`config.mk`:
```
export PLATFORM = sky130hd
export DESIGN_NAME = serial_buf
export DESIGN_NICKNAME = d
export VERILOG_FILES = /design/src/inc/serial_buf_pkg.sv /design/src/serial_buf.sv
export SDC_FILE = /design/constraint.sdc
export NUM_CORES = 1
export LEC_CHECK = 0
export BUFFER_PORTS_ARGS = -buffer_cell sky130_fd_sc_hd__clkbuf_2
export CORE_MARGIN = 2
export CORE_UTILIZATION = 40
export CTS_CLUSTER_DIAMETER = 40
export DETAILED_ROUTE_END_ITERATION = 16
export PLACE_DENSITY_LB_ADDON = 0.3
export SYNTH_ARGS = -nofsm -noshare
export SYNTH_HDL_FRONTEND = slang
export SYNTH_SLANG_ARGS = --single-unit
```
`constraint.sdc`:
```
create_clock -name clk -period 2.3 [get_ports clk]
set_clock_uncertainty 0.2 [all_clocks]
set_input_delay 0.23 -clock clk [delete_from_list [all_inputs] [get_ports clk]]
set_output_delay 0.23 -clock clk [all_outputs]
set_load 0.03 [all_outputs]
```
`src/inc/serial_buf_pkg.sv`:
```
// shared constants and types for the serial status and data buffer block
package serial_buf_pkg;

  // ****************************************
  // register byte offsets
  // ****************************************
  localparam logic [7:0] OFF_CONTROL1 = 8'h00;
  localparam logic [7:0] OFF_CONTROL2 = 8'h04;
  localparam logic [7:0] OFF_STATUS   = 8'h08;
  localparam logic [7:0] OFF_DATA     = 8'h0c;

  // ****************************************
  // field positions
  // ****************************************
  localparam int BIT_RX_FULL     = 7;
  localparam int BIT_TX_EMPTY    = 5;
  localparam int BIT_MODE_FAULT  = 4;
  localparam int BIT_RXF_IRQ_EN  = 7;
  localparam int BIT_TX_IRQ_EN   = 5;
  localparam int BIT_MASTER      = 4;
  localparam int BIT_SEL_OUT_EN  = 1;
  localparam int BIT_FAULT_DET   = 4;

  // implemented status bits; the rest read zero
  localparam logic [7:0] STATUS_MASK = 8'hb0;

  // ****************************************
  // reset values
  // ****************************************
  localparam logic [7:0] RST_CONTROL1 = 8'h00;
  localparam logic [7:0] RST_CONTROL2 = 8'h00;
  localparam logic [7:0] RST_BYTE     = 8'h00;
  localparam logic       RST_TX_EMPTY = 1'b1;

  // ****************************************
  // timing
  // ****************************************
  // cycles from an accepted write on an idle path to the shifter load
  localparam int IDLE_LOAD_CYCLES = 2;

  // ****************************************
  // types
  // ****************************************
  typedef enum logic {SH_IDLE, SH_BUSY} shift_state_t;

  typedef struct packed {
    logic receive_fault_irq_enable;
    logic transmit_irq_enable;
    logic master_select;
    logic select_output_enable;
    logic fault_detect_enable;
  } control_t;

  typedef struct packed {
    logic         ss_s1;
    logic         ss_s2;
    logic [7:0]   ctrl1;
    logic [7:0]   ctrl2;
    logic         receive_full_flag;
    logic         transmit_empty_flag;
    logic         mode_fault_flag;
    logic         arm_rx;
    logic         arm_tx;
    logic         arm_mf;
    logic         tx_full;
    logic [7:0]   tx_buf;
    logic [7:0]   rx_buf;
    shift_state_t sh;
    logic         load;
    logic [7:0]   sh_data;
    logic         pready;
    logic         pslverr;
    logic [31:0]  prdata;
    logic         irq;
  } state_t;

endpackage

```
`src/serial_buf.sv`:
```
// status flags, data buffers and apb register slave of the serial port
//
// The implementer's own choices: the register offsets and the APB register port.
`timescale 1ns/1ps
`default_nettype none

// Overview of operation
// RULE1 - transfer done sets receive full flag
// RULE2 - status read then data read clears it
// RULE3 - transmit empty flag shows buffer room
// RULE4 - status read then data write clears it
// RULE5 - unarmed data write is dropped
// RULE6 - transmit empty with enable raises interrupt
// RULE7 - loading shifter sets transmit empty flag
// RULE8 - idle path loads written byte within two cycles
// RULE9 - queued byte loads when shift ends
// RULE10 - nothing queued: flag stays, no load
// RULE11 - master with select low sets fault
// RULE12 - fault only when master, enabled, no output
// RULE13 - status read then control write clears fault
// RULE14 - data read returns receive buffer
// RULE15 - data write fills transmit buffer
// RULE16 - master transfer starts from buffered write
// RULE17 - software writes only when room exists
// RULE18 - software reads before next transfer ends
// RULE19 - overrun keeps old byte, drops new
// RULE20 - receive full or fault interrupts when enabled
// RULE21 - unimplemented status bits read zero, writes ignored
// RULE22 - overrun leaves no status trace
// RULE23 - reset: flags clear, transmit empty set
module serial_buf
  import serial_buf_pkg::*;
(
  input  wire logic        clk,
  input  wire logic        rst,
  input  wire logic        ce,
  input  wire logic        psel,
  input  wire logic        penable,
  input  wire logic        pwrite,
  input  wire logic [7:0]  paddr,
  input  wire logic [31:0] pwdata,
  output logic      [31:0] prdata,
  output logic             pready,
  output logic             pslverr,
  input  wire logic        select_in_n,
  input  wire logic        shifter_done,
  input  wire logic [7:0]  shifter_rx_data,
  output logic             load_shifter,
  output logic      [7:0]  shifter_tx_data,
  output control_t         control,
  output logic             irq
);

  state_t q;
  state_t d;

  logic setup;
  logic access;
  logic rd_status;
  logic rd_data;
  logic wr_data;
  logic wr_ctrl1;
  logic mapped;
  logic fault_cond;
  logic shift_free;
  logic tx_take;
  logic rx_clear;
  logic [7:0] status_val;

  // ****************************************
  // bus decode
  // ****************************************
  assign setup  = psel && !penable && !q.pready;
  assign access = psel && penable && q.pready;
  assign mapped = (paddr == OFF_CONTROL1) || (paddr == OFF_CONTROL2) ||
                  (paddr == OFF_STATUS) || (paddr == OFF_DATA);
  assign rd_status = access && !pwrite && (paddr == OFF_STATUS);
  assign rd_data   = access && !pwrite && (paddr == OFF_DATA);
  assign wr_data   = access && pwrite && (paddr == OFF_DATA);
  assign wr_ctrl1  = access && pwrite && (paddr == OFF_CONTROL1);

  // select input counts as a fault input only in this one setting
  assign fault_cond = q.ctrl1[BIT_MASTER] && q.ctrl2[BIT_FAULT_DET] &&
                      !q.ctrl1[BIT_SEL_OUT_EN]; // RULE12

  assign shift_free = (q.sh == SH_IDLE) || shifter_done;
  assign tx_take    = wr_data && q.arm_tx && q.transmit_empty_flag; // RULE4 RULE5
  assign rx_clear   = rd_data && q.arm_rx; // RULE2

  always_comb begin
    status_val = 8'h00; // RULE21
    status_val[BIT_RX_FULL]    = q.receive_full_flag;
    status_val[BIT_TX_EMPTY]   = q.transmit_empty_flag;
    status_val[BIT_MODE_FAULT] = q.mode_fault_flag;
  end

  // ****************************************
  // next state
  // ****************************************
  always_comb begin
    d = q;
    d.load = 1'b0;
    // the first stage feeds only the second
    d.ss_s1 = select_in_n;
    d.ss_s2 = q.ss_s1;

    // apb: answer in the first access cycle, act at its end
    if (setup) begin
      d.pready  = 1'b1;
      d.pslverr = !mapped;
      d.prdata  = 32'h0000_0000;
      if (!pwrite) begin
        case (paddr)
          OFF_CONTROL1: d.prdata = {24'h00_0000, q.ctrl1};
          OFF_CONTROL2: d.prdata = {24'h00_0000, q.ctrl2};
          OFF_STATUS:   d.prdata = {24'h00_0000, status_val};
          OFF_DATA:     d.prdata = {24'h00_0000, q.rx_buf}; // RULE14
          default:      d.prdata = 32'h0000_0000;
        endcase
      end
    end else if (access) begin
      d.pready  = 1'b0;
      d.pslverr = 1'b0;
    end

    // a status read arms the clears from the value it returned
    if (rd_status) begin
      d.arm_rx = q.prdata[BIT_RX_FULL];
      d.arm_tx = q.prdata[BIT_TX_EMPTY];
      d.arm_mf = q.prdata[BIT_MODE_FAULT];
    end

    if (access && pwrite && (paddr == OFF_CONTROL1)) begin
      d.ctrl1 = pwdata[7:0];
    end
    if (access && pwrite && (paddr == OFF_CONTROL2)) begin
      d.ctrl2 = pwdata[7:0];
    end

    // receive side
    if (rx_clear) begin
      d.receive_full_flag = 1'b0; // RULE2
      d.arm_rx = 1'b0;
    end
    if (shifter_done) begin
      // an unread byte stays; overrun has no flag of its own
      if (!q.receive_full_flag || rx_clear) begin // RULE19 RULE22
        d.rx_buf = shifter_rx_data;
        d.receive_full_flag = 1'b1; // RULE1
      end
      d.sh = SH_IDLE;
    end

    // transmit side
    if (wr_data) begin
      d.arm_tx = 1'b0;
    end
    if (tx_take) begin
      d.tx_buf = pwdata[7:0]; // RULE15
      d.tx_full = 1'b1;
      d.transmit_empty_flag = 1'b0; // RULE4
    end
    // loads only from a byte already held, so never clashes with tx_take
    if (q.tx_full && shift_free) begin // RULE8 RULE9
      d.load = 1'b1; // RULE16
      d.sh_data = q.tx_buf;
      d.tx_full = 1'b0;
      d.transmit_empty_flag = 1'b1; // RULE7
      d.sh = SH_BUSY;
    end

    // mode fault; a new fault wins over the clear
    if (wr_ctrl1 && q.arm_mf) begin
      d.mode_fault_flag = 1'b0; // RULE13
      d.arm_mf = 1'b0;
    end
    if (fault_cond && !q.ss_s2) begin
      d.mode_fault_flag = 1'b1; // RULE11
    end

    d.irq = (d.transmit_empty_flag && d.ctrl1[BIT_TX_IRQ_EN]) || // RULE6
            ((d.receive_full_flag || d.mode_fault_flag) &&
             d.ctrl1[BIT_RXF_IRQ_EN]); // RULE20
  end

  // ****************************************
  // state register
  // ****************************************
  always_ff @(posedge clk or posedge rst) begin
    if (rst) begin
      q.ss_s1 <= 1'b1;
      q.ss_s2 <= 1'b1;
      q.ctrl1 <= RST_CONTROL1;
      q.ctrl2 <= RST_CONTROL2;
      q.receive_full_flag <= 1'b0; // RULE23
      q.transmit_empty_flag <= RST_TX_EMPTY;
      q.mode_fault_flag <= 1'b0;
      q.arm_rx <= 1'b0;
      q.arm_tx <= 1'b0;
      q.arm_mf <= 1'b0;
      q.tx_full <= 1'b0;
      q.tx_buf <= RST_BYTE;
      q.rx_buf <= RST_BYTE;
      q.sh <= SH_IDLE;
      q.load <= 1'b0;
      q.sh_data <= RST_BYTE;
      q.pready <= 1'b0;
      q.pslverr <= 1'b0;
      q.prdata <= 32'h0000_0000;
      q.irq <= 1'b0;
    end else if (ce) begin
      q <= d;
    end
  end

  assign prdata          = q.prdata;
  assign pready          = q.pready;
  assign pslverr         = q.pslverr;
  assign load_shifter    = q.load;
  assign shifter_tx_data = q.sh_data;
  assign irq             = q.irq;
  assign control.receive_fault_irq_enable = q.ctrl1[BIT_RXF_IRQ_EN];
  assign control.transmit_irq_enable      = q.ctrl1[BIT_TX_IRQ_EN];
  assign control.master_select            = q.ctrl1[BIT_MASTER];
  assign control.select_output_enable     = q.ctrl1[BIT_SEL_OUT_EN];
  assign control.fault_detect_enable      = q.ctrl2[BIT_FAULT_DET];

  // ****************************************
  // assertions
  // ****************************************
  property p_rx_set;
    @(posedge clk) disable iff (rst)
      (ce && shifter_done) |=> q.receive_full_flag;
  endproperty
  a_rx_set: assert property (p_rx_set) else $error("receive full not set"); // RULE1

  property p_rx_clear;
    @(posedge clk) disable iff (rst)
      $fell(q.receive_full_flag) |-> $past(rx_clear && ce);
  endproperty
  a_rx_clear: assert property (p_rx_clear) else $error("receive full cleared wrongly"); // RULE2

  property p_tx_room;
    @(posedge clk) disable iff (rst)
      q.transmit_empty_flag == !q.tx_full;
  endproperty
  a_tx_room: assert property (p_tx_room) else $error("transmit empty disagrees"); // RULE3

  property p_tx_drop;
    @(posedge clk) disable iff (rst)
      (ce && wr_data && !q.arm_tx) |=> ($stable(q.tx_buf) && !$rose(q.tx_full));
  endproperty
  a_tx_drop: assert property (p_tx_drop) else $error("unarmed write taken"); // RULE5

  property p_irq;
    @(posedge clk) disable iff (rst)
      ce |=> q.irq == ((q.transmit_empty_flag && q.ctrl1[BIT_TX_IRQ_EN]) ||
                       ((q.receive_full_flag || q.mode_fault_flag) &&
                        q.ctrl1[BIT_RXF_IRQ_EN]));
  endproperty
  a_irq: assert property (p_irq) else $error("interrupt mismatch"); // RULE6

  property p_idle_load;
    @(posedge clk) disable iff (rst)
      (ce && tx_take && q.sh == SH_IDLE && !shifter_done) ##1 ce |=>
        (q.load && q.transmit_empty_flag);
  endproperty
  a_idle_load: assert property (p_idle_load) else $error("idle load late"); // RULE8

  property p_no_load;
    @(posedge clk) disable iff (rst)
      (ce && shifter_done && !q.tx_full && !tx_take) |=>
        (!q.load && q.transmit_empty_flag);
  endproperty
  a_no_load: assert property (p_no_load) else $error("spurious shifter load"); // RULE10

  property p_fault_gate;
    @(posedge clk) disable iff (rst)
      $rose(q.mode_fault_flag) |-> $past(fault_cond && !q.ss_s2);
  endproperty
  a_fault_gate: assert property (p_fault_gate) else $error("fault set out of mode"); // RULE12

  property p_overrun;
    @(posedge clk) disable iff (rst)
      (ce && shifter_done && q.receive_full_flag && !rx_clear) |=>
        ($stable(q.rx_buf) && q.receive_full_flag);
  endproperty
  a_overrun: assert property (p_overrun) else $error("overrun replaced byte"); // RULE19

  property p_status_zero;
    @(posedge clk) disable iff (rst)
      (ce && setup && !pwrite && paddr == OFF_STATUS) |=>
        (q.prdata & ~{24'h00_0000, STATUS_MASK}) == 32'h0000_0000;
  endproperty
  a_status_zero: assert property (p_status_zero) else $error("status spare bit set"); // RULE21

  // flags may only clear through the armed access, never through a bare one
  property p_tx_clear;
    @(posedge clk) disable iff (rst)
      $fell(q.transmit_empty_flag) |-> $past(ce && wr_data && q.arm_tx);
  endproperty
  a_tx_clear: assert property (p_tx_clear) else $error("transmit empty cleared wrongly"); // RULE4

  property p_tx_set;
    @(posedge clk) disable iff (rst)
      $rose(q.transmit_empty_flag) |-> q.load;
  endproperty
  a_tx_set: assert property (p_tx_set) else $error("transmit empty set without load"); // RULE7

  property p_queued_load;
    @(posedge clk) disable iff (rst)
      (ce && shifter_done && q.tx_full) |=>
        (q.load && q.transmit_empty_flag && q.sh_data == $past(q.tx_buf));
  endproperty
  a_queued_load: assert property (p_queued_load) else $error("queued byte not loaded"); // RULE9

  property p_fault_set;
    @(posedge clk) disable iff (rst)
      (ce && fault_cond && !q.ss_s2) |=> q.mode_fault_flag;
  endproperty
  a_fault_set: assert property (p_fault_set) else $error("mode fault missed"); // RULE11

  property p_fault_clear;
    @(posedge clk) disable iff (rst)
      $fell(q.mode_fault_flag) |-> $past(ce && wr_ctrl1 && q.arm_mf);
  endproperty
  a_fault_clear: assert property (p_fault_clear) else $error("mode fault cleared wrongly"); // RULE13

  property p_fault_keep;
    @(posedge clk) disable iff (rst)
      (ce && wr_ctrl1 && !q.arm_mf && q.mode_fault_flag) |=> q.mode_fault_flag;
  endproperty
  a_fault_keep: assert property (p_fault_keep) else $error("unarmed control write cleared fault"); // RULE13

  property p_rx_keep;
    @(posedge clk) disable iff (rst)
      (ce && rd_data && !q.arm_rx && q.receive_full_flag) |=> q.receive_full_flag;
  endproperty
  a_rx_keep: assert property (p_rx_keep) else $error("unarmed data read cleared flag"); // RULE2

  property p_rx_data;
    @(posedge clk) disable iff (rst)
      (ce && setup && !pwrite && paddr == OFF_DATA) |=>
        (q.prdata == {24'h00_0000, $past(q.rx_buf)});
  endproperty
  a_rx_data: assert property (p_rx_data) else $error("data read not receive buffer"); // RULE14

  property p_tx_fill;
    @(posedge clk) disable iff (rst)
      (ce && tx_take) |=> (q.tx_full && q.tx_buf == $past(pwdata[7:0]));
  endproperty
  a_tx_fill: assert property (p_tx_fill) else $error("write missed transmit buffer"); // RULE15

  property p_start;
    @(posedge clk) disable iff (rst)
      $rose(q.load) |-> $past(q.tx_full);
  endproperty
  a_start: assert property (p_start) else $error("load without buffered byte"); // RULE16

  // load is a strobe; a held level would start a second shift
  property p_load_pulse;
    @(posedge clk) disable iff (rst)
      (ce && q.load) |=> !q.load;
  endproperty
  a_load_pulse: assert property (p_load_pulse) else $error("load held too long"); // RULE16

  property p_rx_irq;
    @(posedge clk) disable iff (rst)
      ((q.receive_full_flag || q.mode_fault_flag) && q.ctrl1[BIT_RXF_IRQ_EN]) |-> q.irq;
  endproperty
  a_rx_irq: assert property (p_rx_irq) else $error("receive or fault interrupt missing"); // RULE20

  // checked on the first edge after release, while reset itself is not masked
  property p_reset_state;
    @(posedge clk)
      $fell(rst) |-> (!q.receive_full_flag && q.transmit_empty_flag &&
                      !q.mode_fault_flag && !q.tx_full);
  endproperty
  a_reset_state: assert property (p_reset_state) else $error("flags wrong after reset"); // RULE23

endmodule

`default_nettype wire

```
==> run metrics, run 1 <==
Max Slew Vio Count 0; Slew HR between 60% and 70%; Worst-Margin Slew 0.5961 ns; Fin. Hold Viols 0; Final Instance Area between 3000 and 4000 um2; switching pwr 0.6395 mW; Antenna diodes 0; EDFF count, synth 0; post-place instance area 3317 um2; clock sink count 62; status complete, no violations; Routed WL ~6.3 mm; Final HPWL DP about 4.5 mm; Starting Density 40.71%; kind of critical path reg -> reg; H-Tree Depth 3; # DRC 0; antenna violations before repair 0; io pins ~110; total power 2.704 mW; Std-Cell Core Area between 7000 and 8000 um2; post-synthesis register bit count between 60 and 70; CTS tree done; DR iter-0 viols 91; largest net degree at the start of global routing 38; area added between synthesis and finish 21.90%; Antenna Nets Post-Route 0; Yosys top cell area share 47.68%; port bufs 56; Mean Syn Cell Area 11.14 um2; Overflow after GRT 0; register area share after synthesis 50.22%; Unique masters post-synth 38; Fmax 492.0 MHz; leading area contributor after synthesis dfrtp_1; CP Launch Type register; vias 2157; Mapped Area 3097 um2; CP Max Fanout 8; fin crit share between 80% and 90%; commonest cells in the netlist dfrtp_1, buf_4, nand2_1, mux2_2, o21ai_0; layout net count 401; gpl congestion about 0.84; drt via density roughly 4.8; Data required, critical path 2.33 ns; post-route setup TNS 0 ns; row cnt 32; most common flop cell mapped by yosys dfrtp_1; Hold Crit Class in -> reg; setup bufs post-CTS 0; Post-CTS Hold Buffers 19; drt pass-1 iters 4; Int Pwr about 2.1 mW; Clk pin slew, worst setup/hold paths approximately 0.070 ns; synth warn 0; DIE AREA about 8500 um2; RSZ-0062 raised after global routing no; post-route minimum period between 2 and 2.5 ns; most frequent cell after synthesis dfrtp_1; max_cap viols 0; Synth area leaders dfrtp_1, mux2_2, buf_4; asr flop ratio synth 100.0%; vias in the first global route 2097; share of layout cells above drive strength 1 37.43%; clock network fraction of design power between 40% and 50%; All-Layer GR Usage 16.47%; VDD IR max 0.6620 mV; first-pass GRT wire length ~10 mm; leak pwr around 1.9 nW; Post-Syn Instances 278; Chip Width 91.99 um; sw frac 23.65%; Num CTS Buffers 9; Die Ht 91.99 um; Post-CTS Resized 0; Seq pwr share 42.6%; Gate power share 9.6%; Setup violations, final 0; CP Capture Type register; WP data arrival between 2 and 2.5 ns; pwr/cell area 716.3 nW/um2; WL/cell 13.88 um; CTS max path bufs 2; Filler cells between 700 and 800; Clock Tree Root clkbuf_8; Clk Latency, worst-skew pair 0.34 ns
layout by cell type, fill, tap and decap left out, types with 2 or more instances in the layout:
cell type / Yosys / layout
dfstp_2: 3 / 3
nor2_1: 12 / 12
mux2_2: 35 / 35
o21ai_0: 14 / 14
dfrtp_1: 59 / 59
a22o_1: 6 / 6
nand4_1: 3 / 3
mux4_2: 3 / 3
clkinvlp_4: 0 / 2
nor3_1: 2 / 2
conb_1: 1 / 24
a22oi_1: 2 / 2
a21oi_1: 6 / 6
clkbuf_2: 0 / 56
clkbuf_8: 0 / 9
dlygate4sd3_1: 0 / 19
and3_1: 2 / 2
buf_4: 46 / 11
mux2i_1: 7 / 7
nor2b_1: 3 / 3
bufinv_16: 0 / 4
nand2_1: 40 / 40
inv_1: 5 / 4
or3_1: 2 / 2
nand3_1: 4 / 4
metrics by stage:
| stage | utilization (%) | hold slack, ns | instances | worst slack (ns) |
|---|---|---|---|---|
| after floorplan | - | 0.1760 | 301 | 0.1204 |
| after global placement | 43.60 | 0.1136 | 417 | 0.1519 |
| after detailed placement | 43.60 | 0.1135 | 417 | 0.1188 |
| after CTS | 49.62 | 0.02892 | 452 | 0.2661 |
| after global routing | 49.62 | 0.07011 | 452 | 0.1408 |
| final | 49.62 | 0.04209 | 452 | 0.2674 |
critical path, stage by stage, from the launching register on:
cell and delay [ns]:
dfrtp_1 0.34, and3_1 0.20, nand2_1 0.14, o41ai_2 0.33, nor2b_1 0.17, buf_4 0.19, mux2_2 0.34
logic make-up (layout without fill, tap and decap cells):
kind of cell / after synthesis / count (layout) / synth area share, %
buffers and inverters: 59 / 108 / 12.77
other: 1 / 24 / 0.1211
multiplexers: 45 / 45 / 17.17
AND/OR/NAND/NOR: 78 / 78 / 12.73
AO/OA/AOI/OAI: 33 / 33 / 6.990
flip-flops: 62 / 62 / 50.22
state kept, by name, indices dropped and copies added, names as in the netlist:
| name | count |
|---|---|
| control | 5 |
| d | 1 |
| irq | 1 |
| load_shifter | 1 |
| prdata | 8 |
| pready | 1 |
| pslverr | 1 |
| q | 36 |
| shifter_tx_data | 8 |
power by group through the flow:
stage / clock [mW] / combinational, mW / sequential (mW)
2_1_floorplan: 0 / 0.176 / 1.18
3_3_place_gp: 0 / 0.234 / 1.17
3_5_place_dp: 0 / 0.236 / 1.17
4_1_cts: 1.31 / 0.262 / 1.15
5_1_grt: 1.37 / 0.285 / 1.16
6_report: 1.29 / 0.260 / 1.15
path summary, 6_finish.rpt:
kind / start / to / slack [ns] / cells after the start
setup / recovery: pready / q[46] / 0.27 / 6
hold / removal: psel / pready / 0.04 / 3
setup reg to reg: pready / q[46] / 0.27 / 6
hold reg to reg: q[60] / shifter_tx_data[7] / 0.26 / 2
max in group asynchronous: rst / q[84] / 0.96 / 4
min in group asynchronous: rst / prdata[2] / 0.28 / 3
final cells by class:
type / count / area (um2) / area share, %
flip-flops and latches: 62 / 1555 / 41.20
repair buffers: 87 / 573.1 / 15.18
well taps: 102 / 127.6 / 3.381
multi-input cells: 180 / 1232 / 32.65
inverters: 5 / 18.77 / 0.4972
clock buffers: 9 / 123.9 / 3.281
clock inverters: 7 / 143.9 / 3.812
routing by layer:
metal  share of wire, %  routed length, um  vias up  global-route usage, %
met5                  0                  0        -                      0
met3                5.5                344       12                  4.273
met4                2.1                133        0                  8.333
met1                 46               2906     1045                  21.94
met2                 46               2887       67                  24.94
li1                   -                  -     1033                      -
(Power assumes the default switching activity.)
==> run 2, diff against run 1 <==
--- a/config.mk
+++ b/config.mk
@@ -5,6 +5,7 @@
 export SDC_FILE = /design/constraint.sdc
 export NUM_CORES = 1
 export LEC_CHECK = 0
+export ABC_AREA = 1
 export BUFFER_PORTS_ARGS = -buffer_cell sky130_fd_sc_hd__clkbuf_2
 export CORE_MARGIN = 2
 export CORE_UTILIZATION = 40
==> run metrics, run 2 <==
status complete, no violations; Clock Tree Root clkbuf_8; H-Tree Depth 3; row cnt 32; pwr/cell area about 640 nW/um2; layout net count 490; most frequent cell after synthesis nand2_1; io pins 105; Synth area leaders dfrtp_1, nand2_1, buf_4; Num CTS Buffers 9; DIE AREA 8854 um2; Data required, critical path 2.34 ns; WP data arrival 1.85 ns; DR iter-0 viols 104; max reg flops 36; total power 2.420 mW; largest net degree at the start of global routing 32; Max Slew Vio Count 0; post-synthesis register bit count 62; leading area contributor after synthesis dfrtp_1; Antenna Nets Post-Route 0; drt pass-1 iters 4; Final Core Density 48.43%; post-route insts no fill 541; CTS max path bufs 2; Worst Setup SP penable; vias 2498; most frequent cells in the layout nand2_1, dfrtp_1, clkbuf_2, nand3_1, conb_1; setup bufs post-CTS 0; Fmax 550.3 MHz; Mean Syn Cell Area slightly below 9 um2; leak pwr 2.030 nW; fin crit share between 70% and 80%; Min-Delay Startpoint pwrite; commonest non-fill, non-tap cell in the layout nand2_1; Yosys top cell area share 45.47%; CP Launch Type input port; Clk Latency, worst-skew pair 0.34 ns; CP Capture Type register; most common flop cell mapped by yosys dfrtp_1; worst r2r src q[44]; Std-Cell Core Area 7807 um2; synth warn 0; post-route minimum period approximately 1.8 ns; clock sink count 62; WL/cell 12.05 um; area added between synthesis and finish 16.45%; RSZ-0062 raised after global routing no; asr flop ratio synth 100.0%; Overflow after GRT 0; port bufs 56; vias in the first global route 2283; post-route setup TNS 0 ns; Final HPWL DP approximately 4.9 mm; VDD IR max 0.2770 mV; commonest cells in the netlist nand2_1, dfrtp_1, buf_4, nand3_1, inv_1; max_cap viols 0; Hold Crit Class in -> reg; hold_ws 0.03259 ns; FF-to-FF setup slack 0.55 ns; gpl congestion 0.8281; CP Max Fanout 17; Chip Width between 90 and 100 um; CTS tree done; dpl cells 506; setup ws final about 0.48 ns; # DRC 0; All-Layer GR Usage approximately 16%; post-place instance area about 3400 um2; Mapped Area 3247 um2; Starting Density 41.59%; Biggest register q; antenna violations before repair 0; Setup violations, final 0; kind of critical path in -> reg; Clk pin slew, worst setup/hold paths 0.07 ns; Fin. Hold Viols 0; Unique masters post-synth 30; pre-CTS setup slack 0.4664 ns; Antenna diodes 0; register area share after synthesis 47.90%; Final Instance Area 3781 um2; EDFF count, synth 0; Post-Syn Instances approximately 370; Die Ht 94.10 um; first-pass GRT wire length 10.66 mm; drt via density 4.617; share of layout cells above drive strength 1 25.51%; Routed WL 6.521 mm
run 2: changes by cell type after synthesis, sizes merged, moves of 4 or more:
| cell | before | now |
|---|---|---|
| nand2 | 40 | 118 |
| nand3 | 4 | 38 |
| buf | 48 | 54 |
| inv | 5 | 24 |
| a21oi | 6 | 10 |
| a22o | 6 | 0 |
| o21ai | 14 | 24 |
| mux2i | 7 | 0 |
| mux2 | 35 | 8 |
| a31oi | 1 | 6 |
run 2: power breakdown:
group / switching [mW] / internal, mW
logic: 0.206 / 0.0913
registers: 0.0314 / 1.14
clock network: 0.432 / 0.525
run 2: cell type report:
cell class                      instances  area [um2]
Multi-Input combinational cell        253        1262
Clock buffer                           10       137.6
Fill cell                             787        4026
Sequential cell                        62        1555
Tap cell                              102       127.6
Inverter                               25       93.84
Clock inverter                          6       61.31
Timing Repair Buffer                   83       543.0
run 2: final timing paths:
| check | end | cells after the start |
|---|---|---|
| max in group asynchronous | q[66] | 4 |
| hold reg to reg | q[55] | 2 |
| min in group asynchronous | control[3] | 3 |
| hold / removal | prdata[6] | 4 |
| setup / recovery | q[53] | 9 |
| setup reg to reg | shifter_tx_data[4] | 4 |
run 2: worst max-delay path, cell delays in order:
cell	delay (ns)
dlygate4sd3_1	0.53
clkbuf_2	0.13
nand3_1	0.14
nor2_4	0.20
nand3_2	0.15
nor2_4	0.15
nand2_4	0.15
nand2_1	0.11
o21ai_2	0.05
run 2: logic make-up (layout without fill, tap and decap cells):
group	after synthesis	in the layout	synth area share (%)
and+or+nand+nor	181	181	26.01
DFF	62	62	47.90
muxes	8	8	2.774
other	1	24	0.1155
AOI/OAI and AO/OA	40	40	7.322
buffers and inverters	82	124	15.88
run 2: what timing repair did:
item	4_1_cts	5_1_grt
hold buffers	19	0
resized for setup	0	0
hold endpoints to repair	48	0
run 2: layer usage:
metal  vias to the layer above  wire, um  share of wire (%)  GRT usage, %
met5                         -         0                  0             0
met4                         0       140                2.1         7.971
met3                        12       313                4.8         2.889
met2                        76      3167                 49         25.71
met1                      1148      2899                 44         20.32
li1                       1262         -                  -             -
